[src/hw/srlm_defs.vh]
// Constants for the switch reset and lane map block.
// Assumes inclusion by bare name from hw/ sources.
`ifndef SRLM_DEFS_VH
`define SRLM_DEFS_VH

// ----------------------------------------
// Lane positions
// ----------------------------------------
`define SRLM_UP_LANE0_IDX 0
`define SRLM_DN1_LANE_IDX 1
`define SRLM_DN2_LANE_IDX 2
`define SRLM_UP_LANE1_IDX 3

// ----------------------------------------
// Reset values
// ----------------------------------------
`define SRLM_STRAP_RST 1'h1
`define SRLM_HOLD_RST 8'h00

// ----------------------------------------
// Timing
// ----------------------------------------
`define SRLM_CLK_MHZ 20
`define SRLM_HOTPLUG_RST_US 1
`define SRLM_HOTPLUG_RST_CYC (`SRLM_HOTPLUG_RST_US * `SRLM_CLK_MHZ)

`endif

[src/hw/srlm_port_hold.v]
// One downstream port's hot-plug reset stretcher.
// Assumes presence input already synchronised to ref_clk_in.
`timescale 1ns/10ps
`default_nettype none
`include "srlm_defs.vh"

module srlm_port_hold #(
	parameter HOLD_CYC = `SRLM_HOTPLUG_RST_CYC
) (
	// Clock and reset
	input wire ref_clk_in,
	input wire nrst_in,
	// Presence, low when a card sits in the slot
	input wire present_n_in,
	// Reset request to the port
	output wire hold_out
);

	reg was_present_reg;
	reg [7:0] cnt_reg;
	reg [7:0] cnt_next;
	wire insert;

	assign insert = ~present_n_in & ~was_present_reg;

	always @* begin
		cnt_next = cnt_reg;
		if (insert) begin
			// The insert cycle is the first held cycle; HOLD_CYC must be at least 1
			cnt_next = HOLD_CYC[7:0] - 8'h01;
		end else if (cnt_reg != 8'h00) begin
			cnt_next = cnt_reg - 8'h01;
		end
	end

	// Start as absent so a card present at reset release still gets a pulse
	always @(posedge ref_clk_in or negedge nrst_in) begin
		if (!nrst_in) begin
			was_present_reg <= 1'b0;
			cnt_reg <= `SRLM_HOLD_RST;
		end else begin
			was_present_reg <= ~present_n_in;
			cnt_reg <= cnt_next;
		end
	end

	// Insert term closes the gap in which a card seated at reset release would see a release
	assign hold_out = (cnt_reg != 8'h00) | insert;

endmodule
`default_nettype wire

[src/hw/srlm_top.v]
// Reset distribution, lane map and clock fan-out strap for a 3-port switch.
// Assumes pins arrive asynchronous; lanes are digital stand-ins of serial pairs.
`timescale 1ns/10ps
`default_nettype none
`include "srlm_defs.vh"

// What this block does
// [RULE_01] While fundamental reset is low, all non-sticky state returns to initial values.
// [RULE_02] Each downstream reset output is asserted whenever fundamental reset is asserted.
// [RULE_03] A downstream reset also asserts when a card is just plugged into that port.
// [RULE_04] Strap high disables clock fan-out buffer and outputs; low enables them.
// [RULE_05] An unconnected strap reads low, so fan-out is enabled by default.
// [RULE_06] Serial lane 0 is upstream lane 0; serial lane 3 is upstream lane 1.
// [RULE_07] Serial lane 1 feeds downstream port 1, lane 2 feeds downstream port 2.
// [RULE_08] When enabled, one reference input fans out to three reference outputs.
// [RULE_09] Strap is sampled during fundamental reset and held until the next reset.
module srlm_top #(
	parameter NUM_DN = 2,
	parameter NUM_REFOUT = 3,
	parameter HOLD_CYC = `SRLM_HOTPLUG_RST_CYC
) (
	// Clock and chip reset
	input wire ref_clk_in,
	input wire nrst_in,
	// Fundamental reset pin, active low
	input wire fundamental_rst_n_in,
	// Presence per downstream port, active low
	input wire [NUM_DN-1:0] slot_present_n_in,
	// Clock fan-out strap, high powers the buffer down
	input wire refclk_fanout_powerdown_in,
	// Reference clock in and fan-out
	input wire refclk_fanout_in_pos_in,
	input wire refclk_fanout_in_neg_in,
	output wire [NUM_REFOUT-1:0] refclk_fanout_out_pos_out,
	output wire [NUM_REFOUT-1:0] refclk_fanout_out_neg_out,
	output wire refclk_fanout_en_out,
	// Serial lanes, pin side
	input wire [3:0] serial_rx_pos_in,
	input wire [3:0] serial_rx_neg_in,
	output reg [3:0] serial_tx_pos_out,
	output reg [3:0] serial_tx_neg_out,
	// Upstream port, two lanes
	output reg [1:0] up_rx_pos_out,
	output reg [1:0] up_rx_neg_out,
	input wire [1:0] up_tx_pos_in,
	input wire [1:0] up_tx_neg_in,
	// Downstream ports, one lane each
	output reg [NUM_DN-1:0] dn_rx_pos_out,
	output reg [NUM_DN-1:0] dn_rx_neg_out,
	input wire [NUM_DN-1:0] dn_tx_pos_in,
	input wire [NUM_DN-1:0] dn_tx_neg_in,
	// Resets
	output reg [NUM_DN-1:0] port_downstream_rst_n_out,
	output wire core_rst_n_out
);

	// ----------------------------------------
	// Pin synchronisers
	// ----------------------------------------
	reg [1:0] frst_sync_reg;
	reg [NUM_DN-1:0] prs_meta_reg;
	reg [NUM_DN-1:0] prs_sync_reg;
	reg pd_meta_reg;
	reg pd_sync_reg;
	reg [3:0] rxp_meta_reg;
	reg [3:0] rxn_meta_reg;
	reg [3:0] rxp_sync_reg;
	reg [3:0] rxn_sync_reg;

	// Both edges of the fundamental reset pass two flops; a pin glitch sampled at an edge still passes through
	always @(posedge ref_clk_in or negedge nrst_in) begin
		if (!nrst_in) begin
			frst_sync_reg <= 2'h0;
		end else begin
			frst_sync_reg <= {frst_sync_reg[0], fundamental_rst_n_in};
		end
	end

	// Presence flops reset to absent, so no slot looks occupied before sampling
	always @(posedge ref_clk_in or negedge nrst_in) begin
		if (!nrst_in) begin
			prs_meta_reg <= {NUM_DN{1'b1}};
			prs_sync_reg <= {NUM_DN{1'b1}};
		end else begin
			prs_meta_reg <= slot_present_n_in;
			prs_sync_reg <= prs_meta_reg;
		end
	end

	// Strap flops reset low, the level the pull-down gives an open pin
	always @(posedge ref_clk_in or negedge nrst_in) begin
		if (!nrst_in) begin
			pd_meta_reg <= 1'b0;
			pd_sync_reg <= 1'b0;
		end else begin
			pd_meta_reg <= refclk_fanout_powerdown_in;
			pd_sync_reg <= pd_meta_reg;
		end
	end

	// Lane samples; two flops of latency are the price of an asynchronous pin
	always @(posedge ref_clk_in or negedge nrst_in) begin
		if (!nrst_in) begin
			rxp_meta_reg <= 4'h0;
			rxn_meta_reg <= 4'h0;
			rxp_sync_reg <= 4'h0;
			rxn_sync_reg <= 4'h0;
		end else begin
			rxp_meta_reg <= serial_rx_pos_in;
			rxn_meta_reg <= serial_rx_neg_in;
			rxp_sync_reg <= rxp_meta_reg;
			rxn_sync_reg <= rxn_meta_reg;
		end
	end

	wire frst_n;
	assign frst_n = frst_sync_reg[1];
	// Combined reset for the non-sticky core state
	assign core_rst_n_out = frst_n; // [RULE_01]

	// ----------------------------------------
	// Clock fan-out strap
	// ----------------------------------------
	// Sticky-like: tracks only while fundamental reset holds, then freezes.
	// Chip reset value enables the buffer, as the pin pull-down would.
	reg pd_hold_reg;
	always @(posedge ref_clk_in or negedge nrst_in) begin
		if (!nrst_in) begin
			pd_hold_reg <= ~`SRLM_STRAP_RST; // [RULE_05]
		end else if (!frst_n) begin
			pd_hold_reg <= pd_sync_reg; // [RULE_09]
		end
	end

	assign refclk_fanout_en_out = ~pd_hold_reg; // [RULE_04]

	// Clock path is a gated buffer; it cannot go through flops at this rate
	assign refclk_fanout_out_pos_out =
		{NUM_REFOUT{refclk_fanout_in_pos_in & refclk_fanout_en_out}}; // [RULE_08]
	assign refclk_fanout_out_neg_out =
		{NUM_REFOUT{refclk_fanout_in_neg_in & refclk_fanout_en_out}}; // [RULE_08]

	// ----------------------------------------
	// Downstream resets
	// ----------------------------------------
	wire [NUM_DN-1:0] hold;
	genvar gi;
	generate
		for (gi = 0; gi < NUM_DN; gi = gi + 1) begin : g_port
			srlm_port_hold #(
				.HOLD_CYC(HOLD_CYC)
			) u_hold (
				.ref_clk_in(ref_clk_in),
				.nrst_in(frst_n),
				.present_n_in(prs_sync_reg[gi]),
				.hold_out(hold[gi])
			); // [RULE_03]
		end
	endgenerate

	// Fundamental reset or a hot-plug hold pulls a port's reset low
	reg [NUM_DN-1:0] dn_rst_n_next;
	always @* begin
		dn_rst_n_next = {NUM_DN{frst_n}} & ~hold; // [RULE_02] [RULE_03]
	end

	always @(posedge ref_clk_in or negedge nrst_in) begin
		if (!nrst_in) begin
			port_downstream_rst_n_out <= {NUM_DN{1'b0}};
		end else begin
			port_downstream_rst_n_out <= dn_rst_n_next;
		end
	end

	// ----------------------------------------
	// Lane map
	// ----------------------------------------
	reg [1:0] up_rx_pos_next;
	reg [1:0] up_rx_neg_next;
	reg [NUM_DN-1:0] dn_rx_pos_next;
	reg [NUM_DN-1:0] dn_rx_neg_next;
	reg [3:0] serial_tx_pos_next;
	reg [3:0] serial_tx_neg_next;

	// Lanes read as idle zero while the fundamental reset is seen
	always @* begin
		up_rx_pos_next = 2'h0; // [RULE_01]
		up_rx_neg_next = 2'h0;
		dn_rx_pos_next = {NUM_DN{1'b0}};
		dn_rx_neg_next = {NUM_DN{1'b0}};
		serial_tx_pos_next = 4'h0;
		serial_tx_neg_next = 4'h0;
		if (frst_n) begin
			up_rx_pos_next[0] = rxp_sync_reg[`SRLM_UP_LANE0_IDX]; // [RULE_06]
			up_rx_neg_next[0] = rxn_sync_reg[`SRLM_UP_LANE0_IDX];
			up_rx_pos_next[1] = rxp_sync_reg[`SRLM_UP_LANE1_IDX]; // [RULE_06]
			up_rx_neg_next[1] = rxn_sync_reg[`SRLM_UP_LANE1_IDX];
			dn_rx_pos_next[0] = rxp_sync_reg[`SRLM_DN1_LANE_IDX]; // [RULE_07]
			dn_rx_neg_next[0] = rxn_sync_reg[`SRLM_DN1_LANE_IDX];
			dn_rx_pos_next[1] = rxp_sync_reg[`SRLM_DN2_LANE_IDX]; // [RULE_07]
			dn_rx_neg_next[1] = rxn_sync_reg[`SRLM_DN2_LANE_IDX];
			serial_tx_pos_next[`SRLM_UP_LANE0_IDX] = up_tx_pos_in[0]; // [RULE_06]
			serial_tx_neg_next[`SRLM_UP_LANE0_IDX] = up_tx_neg_in[0];
			serial_tx_pos_next[`SRLM_UP_LANE1_IDX] = up_tx_pos_in[1];
			serial_tx_neg_next[`SRLM_UP_LANE1_IDX] = up_tx_neg_in[1];
			serial_tx_pos_next[`SRLM_DN1_LANE_IDX] = dn_tx_pos_in[0]; // [RULE_07]
			serial_tx_neg_next[`SRLM_DN1_LANE_IDX] = dn_tx_neg_in[0];
			serial_tx_pos_next[`SRLM_DN2_LANE_IDX] = dn_tx_pos_in[1];
			serial_tx_neg_next[`SRLM_DN2_LANE_IDX] = dn_tx_neg_in[1];
		end
	end

	always @(posedge ref_clk_in or negedge nrst_in) begin
		if (!nrst_in) begin
			up_rx_pos_out <= 2'h0;
			up_rx_neg_out <= 2'h0;
			dn_rx_pos_out <= {NUM_DN{1'b0}};
			dn_rx_neg_out <= {NUM_DN{1'b0}};
			serial_tx_pos_out <= 4'h0;
			serial_tx_neg_out <= 4'h0;
		end else begin
			up_rx_pos_out <= up_rx_pos_next;
			up_rx_neg_out <= up_rx_neg_next;
			dn_rx_pos_out <= dn_rx_pos_next;
			dn_rx_neg_out <= dn_rx_neg_next;
			serial_tx_pos_out <= serial_tx_pos_next;
			serial_tx_neg_out <= serial_tx_neg_next;
		end
	end

endmodule
`default_nettype wire

[config.mk]
export PLATFORM = sky130hd
export DESIGN_NAME = srlm_top
export DESIGN_NICKNAME = d
export VERILOG_FILES = /design/src/hw/srlm_port_hold.v /design/src/hw/srlm_top.v
export VERILOG_INCLUDE_DIRS = /design/src /design/src/hw
export SDC_FILE = /design/constraint.sdc
export NUM_CORES = 1
export LEC_CHECK = 0
export ABC_CLOCK_PERIOD_IN_PS = 1110
export BUFFER_PORTS_ARGS = -buffer_cell sky130_fd_sc_hd__clkbuf_2
export CAP_MARGIN = 10
export CORE_MARGIN = 2
export CORE_UTILIZATION = 53
export DETAILED_ROUTE_END_ITERATION = 8
export GPL_ROUTABILITY_DRIVEN = 0
export HOLD_SLACK_MARGIN = 0.12
export PLACE_DENSITY = 0.78
export RECOVER_POWER = 25
export SLEW_MARGIN = 0
export SYNTH_ARGS = -nofsm -noshare
export SYNTH_HDL_FRONTEND = slang
export SYNTH_SLANG_ARGS = --single-unit
export TNS_END_PERCENT = 100
[constraint.sdc]
create_clock -name ref_clk_in -period 1.11 [get_ports ref_clk_in]
set_input_delay 0.1665 -clock ref_clk_in [delete_from_list [all_inputs] [get_ports ref_clk_in]]
set_output_delay 0.1665 -clock ref_clk_in [all_outputs]
set_load 0.01 [all_outputs]
Word-level counts from Yosys, hierarchy flattened:

Index checks and enable logic that the tools add are counted.

* logic and storage cells: 50
* input port bits: 24
* bits in registers: 61
* output and inout port bits: 26

* add/sub/neg operators: 2
* bitwise gates (word level): 13
* mux-type cells: 10
* reduce and logical (&&, ||, !) cells: 4

Operator list (count)
* 2-to-1 mux 8 bit: 4
* nonzero test 8 bit: 2
* subtractor 8 x 1 -> 8 bit (second input constant): 2
* 2-to-1 mux 2 bit: 4
* 2-to-1 mux 4 bit: 2
* NOT 1 bit: 5
* AND 1 bit: 4
* nonzero test 2 bit: 2
* AND 2 bit: 1
* NOT 2 bit: 1
* OR 1 bit: 2

Longest topological paths before layout:

Gate-level depths: netlist of run 1.

* depth in word-level cells: 5
* mapped depth: 6
* mapped depth without buffers: 5

Cells and area by module:

From an unflattened synthesis of run 1, not the netlist that was laid out.

* cells, all modules: 174
* area, all modules: 2257.2 um2

By module, submodules not included
* srlm_top: cells an instance 70, times used 1, seq. area each 1081.0 um2, area an instance 1258.7 um2
* srlm_port_hold: cells an instance 52, times used 2, seq. area each 225.2 um2, area an instance 499.2 um2

Worst setup path after synthesis of run 1:

Ideal clock, no wire load.

* path type: register to register
* from: reg g_port[0].u_hold.cnt_reg[0]
* to: reg g_port[0].u_hold.cnt_reg[0]
* required time: 1027 ps
* period minus slack after synthesis: 1738 ps
* stages on the path, launching flop included: 7
* setup time: 83 ps
* arrival time: 1655 ps
* setup slack: -628 ps
* path buffers: 1
* cell sequence: dfrtp_1 > inv_1 > ha_1 > or4b_2 > buf_2 > o21a_1 > o21ai_0

* cells in the longest elaborated chain, start to end: 3
* elaborated cells on any way between the ends: 5
* those cells by class: add/sub: 1; mux: 2; reduce/logical: 2

Ends and longest elaborated chain
* from (decl): RTL line srlm_port_hold.v:20 `reg [7:0] cnt_reg;`
* from (signal assigned): RTL line srlm_port_hold.v:40 `` cnt_reg <= `SRLM_HOLD_RST; ``
* from (signal assigned): RTL line srlm_port_hold.v:43 `cnt_reg <= cnt_next;`
* subtractor 8 x 1 -> 8 bit: RTL line srlm_port_hold.v:32 `cnt_next = cnt_reg - 8'h01;`
* 2-to-1 mux 8 bit: RTL line srlm_port_hold.v:31 `end else if (cnt_reg != 8'h00) begin`
* 2-to-1 mux 8 bit: RTL line srlm_port_hold.v:28 `if (insert) begin`

Parallel ways exist; a longest one is shown, timed or not. The select of a mux whose other input is x is not followed.
A chain may end at the register's enable or synchronous reset.

Final worst setup path of run 1:

* from: reg g_port[1].u_hold.cnt_reg[3]
* to: reg g_port[1].u_hold.cnt_reg[6]

* cells in the longest elaborated chain, start to end: 3
* elaborated cells on any way between the ends: 5
* those cells by class: add/sub: 1; mux: 2; reduce/logical: 2

Ends and longest elaborated chain (RTL line)
* from (decl): srlm_port_hold.v:20
* from (signal assigned): srlm_port_hold.v:40
* from (signal assigned): srlm_port_hold.v:43
* subtractor 8 x 1 -> 8 bit: srlm_port_hold.v:32
* 2-to-1 mux 8 bit: srlm_port_hold.v:31
* 2-to-1 mux 8 bit: srlm_port_hold.v:28

Parallel ways exist; a longest one is shown, timed or not. The select of a mux whose other input is x is not followed.

==> metrics.txt, run 1 <==
status finished, violations left; failing checks setup timing; measured slew at the worst slew-check pin approximately 630 ps; CP max stage cell or4_4; Die Wd 69.1 um; Post-DP HPWL 2.94 mm; critical path arrival 1920 ps; final hold vios 0; maximum vdd drop 1610 uV; die height 69.1 um; Mapped Nets slightly above 200; initial antenna violation count 0; DR iter-0 viols 133; Critical Path Stages 4; Cells after Synth 175; r2r worst-path depth 4; final net count 322; area grow syn2layout 59.4%; HP Class in2async; clock transition at the registers of the reported paths 80 ps; vias per cell 5.50; commonest non-fill, non-tap cell in the layout dfrtp_1; Post-synth EDFFs 0; CTS tree yes; critical path type reg2reg; largest net degree at the start of global routing 36; Max Clock Skew roughly 14 ps; share of cells above drive strength 1 53.8%; Reg2Reg Launch Point g_port[1].u_hold.cnt_reg[3]$_DFFE_PN0P_; H-tree Lvls 3; Crit path required time about 1400 ps; Congestion Overflow GR 0; fraction of registers with async set/reset 100%; Fin Setup TNS -8260 ps; Max-slew headroom 58.2%; core area 4030 um^2; Worst Setup Start Kind register; Largest stage delay, worst path approximately 490 ps; Largest register FFs 16; final wirelength 7.01 mm; Post-Syn Area 2250 um^2; port bufs 49; most used cell, CP or4_4; RSZ-0062 raised after global routing yes; drt first pass iters 4; CTS Root Cell clkbuf_8; PD cells 2300 nW/um^2; leading cell types in the layout, fill and taps excluded 56 x dfrtp_1, 40 x clkbuf_2, 33 x buf_4; setup ws final -540 ps; first-pass GRT wire length 9.83 mm; Max Freq 606 MHz; IO Pins 50; Setup crit start g_port[1].u_hold.cnt_reg[3]$_DFFE_PN0P_; crit path to g_port[1].u_hold.cnt_reg[6]$_DFFE_PN0P_; Sink Count 61; ys flop type dfrtp_1; n_diodes 0; fin cells 349; Max-Cap Viols 0; Routed Antenna Nets 0; sequential share of the synthesized area 68.2%; Clock Tree Buf Depth 2; TritonCTS Buffers 9; CP Cell Sequence buf_6 > or4_4 > or4_4 > a21oi_2; CP delay by family, top simple AND/OR/NAND/NOR gates; vias in the first global route 1986; drc violations 0; Final Setup Violations 26; row count 23; crit share post-route 149%; reg2reg setup slack -540 ps; initial core utilization 55.8%; GRT Overall Usage 27.2%; Synth warnings 0; post-synth cell types 36; post-synthesis area per instance around 13 um^2; Clk Latency, worst-skew pair approximately 340 ps; Placed Cells ~300; leak pwr 1.68 nW; flops & latches, synth 61; Max Slew Vio Count 0; die area around 4800 um^2; Tmin final 1650 ps; Avg WL per Cell 20.1 um; via count 1921; RR Endpoint g_port[1].u_hold.cnt_reg[6]$_DFFE_PN0P_; critical path endpoint category register; CP max FO 3; Buf/Inv on CP 1; final hold slack about 350 ps
area by class of cell:
cell class,instances,area (um^2)
timing repair buffer,115,858
tap,50,62.6
multi-input combinational,99,870
inverter,8,30.0
clock inverter,5,83.8
clock buffer,11,141
sequential,61,1540
fill,172,448
logic make-up after synthesis:
logic type | after synthesis | synth area share, %
buf+inv | 16 | 3.40
mux | 4 | 1.84
fa+ha+maj | 4 | 2.23
simple gates | 62 | 16.6
compound gates | 28 | 7.79
flops | 61 | 68.2
power by group:
part / total [mW] / internal (mW) / leakage (nW) / switching, mW
Combinational: 3.21 / 1.65 / 0.831 / 1.56
Clock: 2.24 / 1.33 / 0.106 / 0.907
Sequential: 2.81 / 2.55 / 0.743 / 0.260
Total: 8.25 / 5.52 / 1.68 / 2.73
synthesized netlist by cell type (4+ instances only):
cell type | n | area, um^2
o21ai_0 | 9 | 45.0
nand2_1 | 6 | 22.5
ha_1 | 4 | 50.1
nor3_1 | 5 | 25.0
nor2_1 | 5 | 18.8
buf_4 | 4 | 30.0
nand3_1 | 4 | 20.0
dfstp_2 | 4 | 105
a21oi_1 | 9 | 45.0
and2_1 | 17 | 106
dfrtp_1 | 57 | 1430
nand2b_1 | 5 | 31.3
inv_1 | 8 | 30.0
routing by layer:
layer	track usage [%]	up-vias	wire length, um
li1	-	839	-
met1	31.3	955	2690
met2	47.5	95	3760
met3	8.19	32	320
met4	10.5	0	244
met5	0	-	0
per-stage QoR:
stage | worst slack [ps] | total power [mW] | area (um^2) | util, %
after floorplan | -482 | 3.86 | 2310 | -
after global routing | -586 | 8.62 | 3580 | 88.9
after global placement | -562 | 4.68 | 2790 | 69.3
final | -540 | 8.25 | 3580 | 88.9
after detailed placement | -525 | 4.73 | 2790 | 69.3
after CTS | -475 | 7.38 | 3380 | 83.9
worst min-delay path by stage:
stage,from,endpoint,slack [ps],cells after the start
after floorplan,nrst_in,dn_rx_neg_out[0]$_DFF_PN0_,-130,0
after global placement,nrst_in,frst_sync_reg[0]$_DFF_PN0_,50,1
after detailed placement,nrst_in,frst_sync_reg[1]$_DFF_PN0_,60,1
after CTS,nrst_in,frst_sync_reg[0]$_DFF_PN0_,240,2
after global routing,prs_meta_reg[1]$_DFF_PN1_,prs_sync_reg[1]$_DFF_PN1_,350,0
final,nrst_in,port_downstream_rst_n_out[0]$_DFF_PN0_,350,2
repair_timing:
| action | in CTS | in global routing |
|---|---|---|
| buffers inserted | 6 | 9 |
| pin swaps | 8 | 20 |
| gates resized for setup | 27 | 43 |
| cloned | 1 | 0 |
| hold buffers | 21 | 0 |
| endpoints found under the setup margin | 25 | 27 |
| hold endpoints to repair | 63 | 0 |
(Power assumes the default switching activity.)
==> inputs of run 2 (changes only) <==
==> constraint.sdc (replaced) <==
create_clock -name ref_clk_in -period 1.11 [get_ports ref_clk_in]
set_input_delay 0.0555 -clock ref_clk_in [delete_from_list [all_inputs] [get_ports ref_clk_in]]
set_output_delay 0.0555 -clock ref_clk_in [all_outputs]
set_load 0.01 [all_outputs]
==> run 2 against run 1 <==
The flow still finishes with violations (setup timing). Global-route usage up 3.0 points. Fmax shrank 0.69%. Count of clock-buffer cells in the layout unchanged. Critical path depth is 2 higher. Hold slack lost 220 ps. Via count increased by 2.1%. Sequential share of layout area down 0.73 points. Flip-flop and latch count unchanged. Total power is 1.9% higher. Clock power is essentially flat. Sequential power hardly changed.
==> metrics.txt, run 2 (synthesized netlist as in run 1, its figures left out) <==
setup ws final -552 ps; share of cells above drive strength 1 54.0%; vias per cell between 5 and 6; row count 23; area grow syn2layout 61.9%; largest net degree at the start of global routing 44; status finished, violations left; final instance area 3640 um^2; critical path type reg2reg; CTS Root Cell clkbuf_8; Post-DP HPWL 3.14 mm; core area 4030 um^2; crit share post-route 150%; critical path arrival 1930 ps; critical path endpoint category register; drt first pass iters 5; leak pwr 1.70 nW; Placed Area 2790 um^2; die height 69.1 um; Worst Setup Start Kind register; commonest non-fill, non-tap cell in the layout dfrtp_1; Max-Cap Viols 0; CTS tree yes; failing checks setup timing; vias in the first global route about 2100; final net count 321; r2r worst-path depth 6; clock transition at the registers of the reported paths around 80 ps; PD cells 2310 nW/um^2; Sink Count 61; final wirelength 7.46 mm; via count 1962; Die Wd 69.1 um; initial core utilization 55.8%; CP max FO 3; initial antenna violation count 0; DR iter-0 viols around 200; n_diodes 0; Largest register FFs 16; leading cell types in the layout, fill and taps excluded 56 x dfrtp_1, 42 x clkbuf_2, 33 x buf_4; H-tree Lvls 3; Avg WL per Cell 21.4 um; drc violations 0; die area 4780 um^2; Max Clock Skew 10.6 ps; Routed Antenna Nets 0; Tmin final 1660 ps; maximum vdd drop between 1500 and 2000 uV; Filler cells about 140; measured slew at the worst slew-check pin 585 ps; Clk Latency, worst-skew pair 350 ps; HP Class reg2async; Congestion Overflow GR 0; final hold vios 0; Max-slew headroom around three fifths; GRT Overall Usage around 30%; RSZ-0062 raised after global routing yes; port bufs 49; Fin Setup TNS -7610 ps; Final Setup Violations 25; first-pass GRT wire length 10.5 mm; Crit path required time 1380 ps; TritonCTS Buffers 9; Max Freq 602 MHz; Clock Tree Buf Depth 2; Max Slew Vio Count 0; IO Pins 50
## run 2: cell count changes in the layout (fill, tap and decap cells not counted), sizes merged
| cell | before | now |
|---|---|---|
| clkbuf | 52 | 56 |
| buf | 53 | 48 |
## run 2: critical path, stage by stage (launching register included)
cell     delay, ps
dfrtp_1        410
inv_2          110
buf_4          130
ha_1           160
inv_2           70
or4_4          540
a21oi_2        160
## run 2: worst paths after layout
kind | slack [ps] | start | to
min in group ref_clk_in | 350 | rxn_meta_reg[0]$_DFF_PN0_ | rxn_sync_reg[0]$_DFF_PN0_
hold reg to reg | 130 | frst_sync_reg[1]$_DFF_PN0_ | g_port[1].u_hold.cnt_reg[1]$_DFFE_PN0P_
setup / recovery | -550 | g_port[1].u_hold.cnt_reg[0]$_DFFE_PN0P_ | g_port[1].u_hold.cnt_reg[6]$_DFFE_PN0P_
max in group asynchronous | 320 | nrst_in | pd_hold_reg$_DFFE_PN0N_
setup reg to reg | -550 | g_port[1].u_hold.cnt_reg[0]$_DFFE_PN0P_ | g_port[1].u_hold.cnt_reg[6]$_DFFE_PN0P_
hold / removal | 130 | frst_sync_reg[1]$_DFF_PN0_ | g_port[1].u_hold.cnt_reg[1]$_DFFE_PN0P_
## run 2: area by class of cell
cell class,instances,area [um^2],share of cell area (%)
well taps,50,62.6,1.72
inverters,8,30.0,0.826
clock inverters,5,83.8,2.30
multi-input cells,99,935,25.7
repair buffers,114,852,23.4
flip-flops and latches,61,1530,42.1
clock buffers,11,141,3.89
## run 2: where the power goes
part           leakage [nW]  total [mW]  switching, mW  internal [mW]
logic                 0.847        3.36           1.72           1.64
clock network         0.106        2.23          0.904           1.33
registers             0.743        2.82          0.269           2.55
total                  1.70        8.41           2.89           5.52
## run 2: metrics by stage
step | setup slack, ps | utilization [%] | instances | power (mW) | hold slack [ps]
2_1_floorplan | -482 | - | 175 | 3.86 | -240
3_3_place_gp | -519 | 69.3 | 298 | 4.67 | 45.9
3_5_place_dp | -546 | 69.3 | 298 | 4.76 | 48.1
4_1_cts | -481 | 86.4 | 345 | 7.75 | 120
5_1_grt | -611 | 90.3 | 348 | 8.77 | 137
6_report | -552 | 90.3 | 348 | 8.41 | 128
## run 2: routing by layer
| metal | GRT usage, % | up-vias | part of all wire, % |
|---|---|---|---|
| met5 | 0 | - | 0 |
| met4 | 17.9 | 0 | 4.8 |
| met3 | 10.7 | 34 | 5.7 |
| met2 | 53.3 | 99 | 53 |
| met1 | 30.4 | 997 | 36 |
| li1 | - | 832 | - |
## run 2: timing repair
action / CTS / global route
hold buffers: 21 / 0
setup endpoints to repair: 25 / 25
gates resized for setup: 45 / 39
hold endpoints to repair: 63 / 0
setup buffers: 10 / 6
gates cloned: 1 / 0
pin swaps: 17 / 22
==> inputs of run 3 (changes only) <==
--- a/config.mk
+++ b/config.mk
@@ -9,7 +9,7 @@
 export ABC_CLOCK_PERIOD_IN_PS = 1110
 export BUFFER_PORTS_ARGS = -buffer_cell sky130_fd_sc_hd__clkbuf_2
 export CAP_MARGIN = 10
-export CORE_MARGIN = 2
+export CORE_MARGIN = 5
 export CORE_UTILIZATION = 53
 export DETAILED_ROUTE_END_ITERATION = 8
 export GPL_ROUTABILITY_DRIVEN = 0
@@ -19,5 +19,6 @@
 export SLEW_MARGIN = 0
 export SYNTH_ARGS = -nofsm -noshare
 export SYNTH_HDL_FRONTEND = slang
+export SYNTH_HIERARCHICAL = 1
 export SYNTH_SLANG_ARGS = --single-unit
 export TNS_END_PERCENT = 100
==> run 3 against run 2 <==
The run still ends with setup timing left. Total power is 13% lower. Largest cell class unchanged. Sequential share of layout area is 2.6 points higher. Synthesized area is 0.45% higher. Combinational power is 21% lower. First-iteration DRC count is 55% lower. Hold slack better by 220 ps. Register-to-register slack worse by 30 ps. Largest power group is now registers. Global-route usage is 9.1 points lower. Die area is 19% higher. Flip-flop and latch count stayed put. Count of clock-buffer cells in the layout stayed put. Core utilization is 5.9 points lower.
==> metrics.txt, run 3 <==
status finished, violations left; failing checks setup timing; area grow syn2layout 51.7%; leading cell types in the layout, fill and taps excluded 56 x dfrtp_1, 42 x clkbuf_2, 37 x buf_4; n_diodes 0; commonest cells in the netlist 57 x dfrtp_1, 16 x and2_1, 14 x o21ai_0, 8 x a21oi_1, 7 x inv_1; final instance area about 3400 um^2; r2r worst-path depth 4; critical path type reg2reg; initial antenna violation count 0; PD cells 2140 nW/um^2; drc violations 0; Mapped Nets 202; Post-synth EDFFs 0; Setup crit start g_port[1].u_hold/cnt_reg[0]$_DFFE_PN0P_; pre-CTS setup slack -598 ps; post-synth top area share 63.2%; Congestion Overflow GR 0; clock transition at the registers of the reported paths 60 ps; sequential share of the synthesized area 67.8%; DR iter-0 viols 90; Area contributors post-synth dfrtp_1 63%, dfstp_2 4.7%, and2_1 4.4%, o21ai_0 3.1%, ha_1 2.2%; Tmin final 1690 ps; Final Setup Violations 19; largest net degree at the start of global routing 44; Synth area leader dfrtp_1; leak pwr 1.63 nW; share of cells above drive strength 1 51.7%; post-synth cell types 27; fraction of registers with async set/reset 100%; Clock Tree Buf Depth 2; H-tree Lvls 3; switch share between 30% and 40%; clock power share between 20% and 30%; final wirelength 5.80 mm; Worst Setup Start Kind register; Synth warnings 6; Die Wd 75.3 um; critical path endpoint category register; row count 23; die height 75.3 um; vias in the first global route 1802; TritonCTS Buffers 9; Comb pwr share between 30% and 40%; Cells after Synth 174; Reg2Reg Launch Point g_port[1].u_hold/cnt_reg[0]$_DFFE_PN0P_; die area 5660 um^2; initial core utilization between 50% and 60%; fin cells 346; port bufs 49; Crit path required time around 1400 ps; critical path arrival just under 2000 ps; GRT Overall Usage 21.1%; fin util 84.4%; measured slew at the worst slew-check pin 539 ps; Max-Cap Viols 0; RR Endpoint g_port[1].u_hold/cnt_reg[5]$_DFFE_PN0P_; Largest register FFs 16; ys flop type dfrtp_1; via count ~1800; core area 4060 um^2; flops & latches, synth 61; Post-Syn Area 2260 um^2; Clk Latency, worst-skew pair roughly 330 ps; reg2reg setup slack -580 ps; Pint 5.04 mW; Avg WL per Cell ~17 um; CTS tree yes; Sink Count 61; vias per cell between 5 and 6; IO Pins 50; Placed Cells 300; Placed Area 2810 um^2; maximum vdd drop 1730 uV; most frequent cell after synthesis dfrtp_1; Max Slew Vio Count 0; first-pass GRT wire length 8.52 mm; commonest non-fill, non-tap cell in the layout dfrtp_1; crit path to g_port[1].u_hold/cnt_reg[5]$_DFFE_PN0P_; Max-slew headroom 64.1%; crit share post-route 152%; Post-DP HPWL 3.06 mm; final net count 320; RSZ-0062 raised after global routing yes; CTS Root Cell clkbuf_8; post-synthesis area per instance 13.0 um^2; Routed Antenna Nets 0; drt first pass iters 4; CP max FO 4; final hold vios 0; sequential cell fraction of total power 38.2%; NetSw 2.29 mW; setup ws final -580 ps; HP Class reg2reg; Max Clock Skew 5.67 ps; Max Freq 592 MHz
run 3: changes by cell type in the layout (fill, tap and decap cells not counted), sizes merged, moves of 3 or more:
cell and change:
o21ai +5, nor4b +4, nor2 -3, nor2b +3
or3 +3
run 3: how the worst min path moves through the flow:
stage | from | to | slack [ps] | depth (start not counted)
after floorplan | nrst_in | dn_rx_neg_out[0]$_DFF_PN0_ | -240 | 0
after global placement | nrst_in | serial_tx_neg_out[1]$_DFF_PN0_ | 40 | 2
after detailed placement | nrst_in | serial_tx_neg_out[1]$_DFF_PN0_ | 50 | 2
after CTS | frst_sync_reg[1]$_DFF_PN0_ | g_port[1].u_hold/cnt_reg[3]$_DFFE_PN0P_ | 200 | 1
after global routing | rxn_meta_reg[3]$_DFF_PN0_ | rxn_sync_reg[3]$_DFF_PN0_ | 360 | 0
final | rxn_meta_reg[3]$_DFF_PN0_ | rxn_sync_reg[3]$_DFF_PN0_ | 350 | 0
run 3: critical path, cell delays in order, from the launching register on:
cell and delay, ps:
dfrtp_1 390, buf_4 160, or3_4 420, or4b_4 500, a21oi_2 140
run 3: final cells by class:
type	instances	area, um^2
clock buffer	11	141
clock inverter	4	48.8
fill	201	633
inverter	7	26.3
multi-input combinational	97	797
sequential	61	1530
tap	50	62.6
timing repair buffer	116	816
run 3: per-stage QoR:
step / hold WS [ps] / power, mW / setup TNS [ps]
finish: 349 / 7.34 / -8910
global route: 356 / 7.74 / -10210
CTS: 205 / 6.88 / -8350
detailed placement: 45.5 / 4.65 / -9220
global placement: 42.9 / 4.57 / -8700
floorplan: -240 / 3.79 / -8230
run 3: power groups by stage:
stage,clock network (mW),registers [mW],logic (mW)
floorplan,0,2.82,0.971
global route,2.06,2.83,2.84
finish,1.90,2.80,2.64
CTS,1.92,2.77,2.20
global placement,0,2.76,1.81
detailed placement,0,2.77,1.88
run 3: kinds of logic (layout without fill, tap and decap cells):
family | after synthesis | count (layout) | share of synthesized area, %
buffers and inverters | 16 | 138 | 4.16
DFF | 61 | 61 | 67.8
and+or+nand+nor | 62 | 62 | 17.5
adders and majority gates | 4 | 4 | 2.22
AOI/OAI and AO/OA | 28 | 28 | 6.87
muxes | 3 | 3 | 1.39
run 3: metal layers:
metal | GRT usage [%] | part of all wire [%] | vias to the layer above
met4 | 8.35 | 2.3 | 0
met2 | 37.4 | 54 | 64
met1 | 23.5 | 38 | 892
met5 | 0 | 0 | -
met3 | 6.81 | 5.5 | 19
li1 | - | - | 817
run 3: what timing repair did:
| action | in CTS | in global routing |
|---|---|---|
| hold endpoints to repair | 63 | 0 |
| gates resized for setup | 26 | 27 |
| pin swaps | 5 | 5 |
| hold buffers | 21 | 0 |
| endpoints found under the setup margin | 25 | 25 |
| buffers inserted | 2 | 8 |
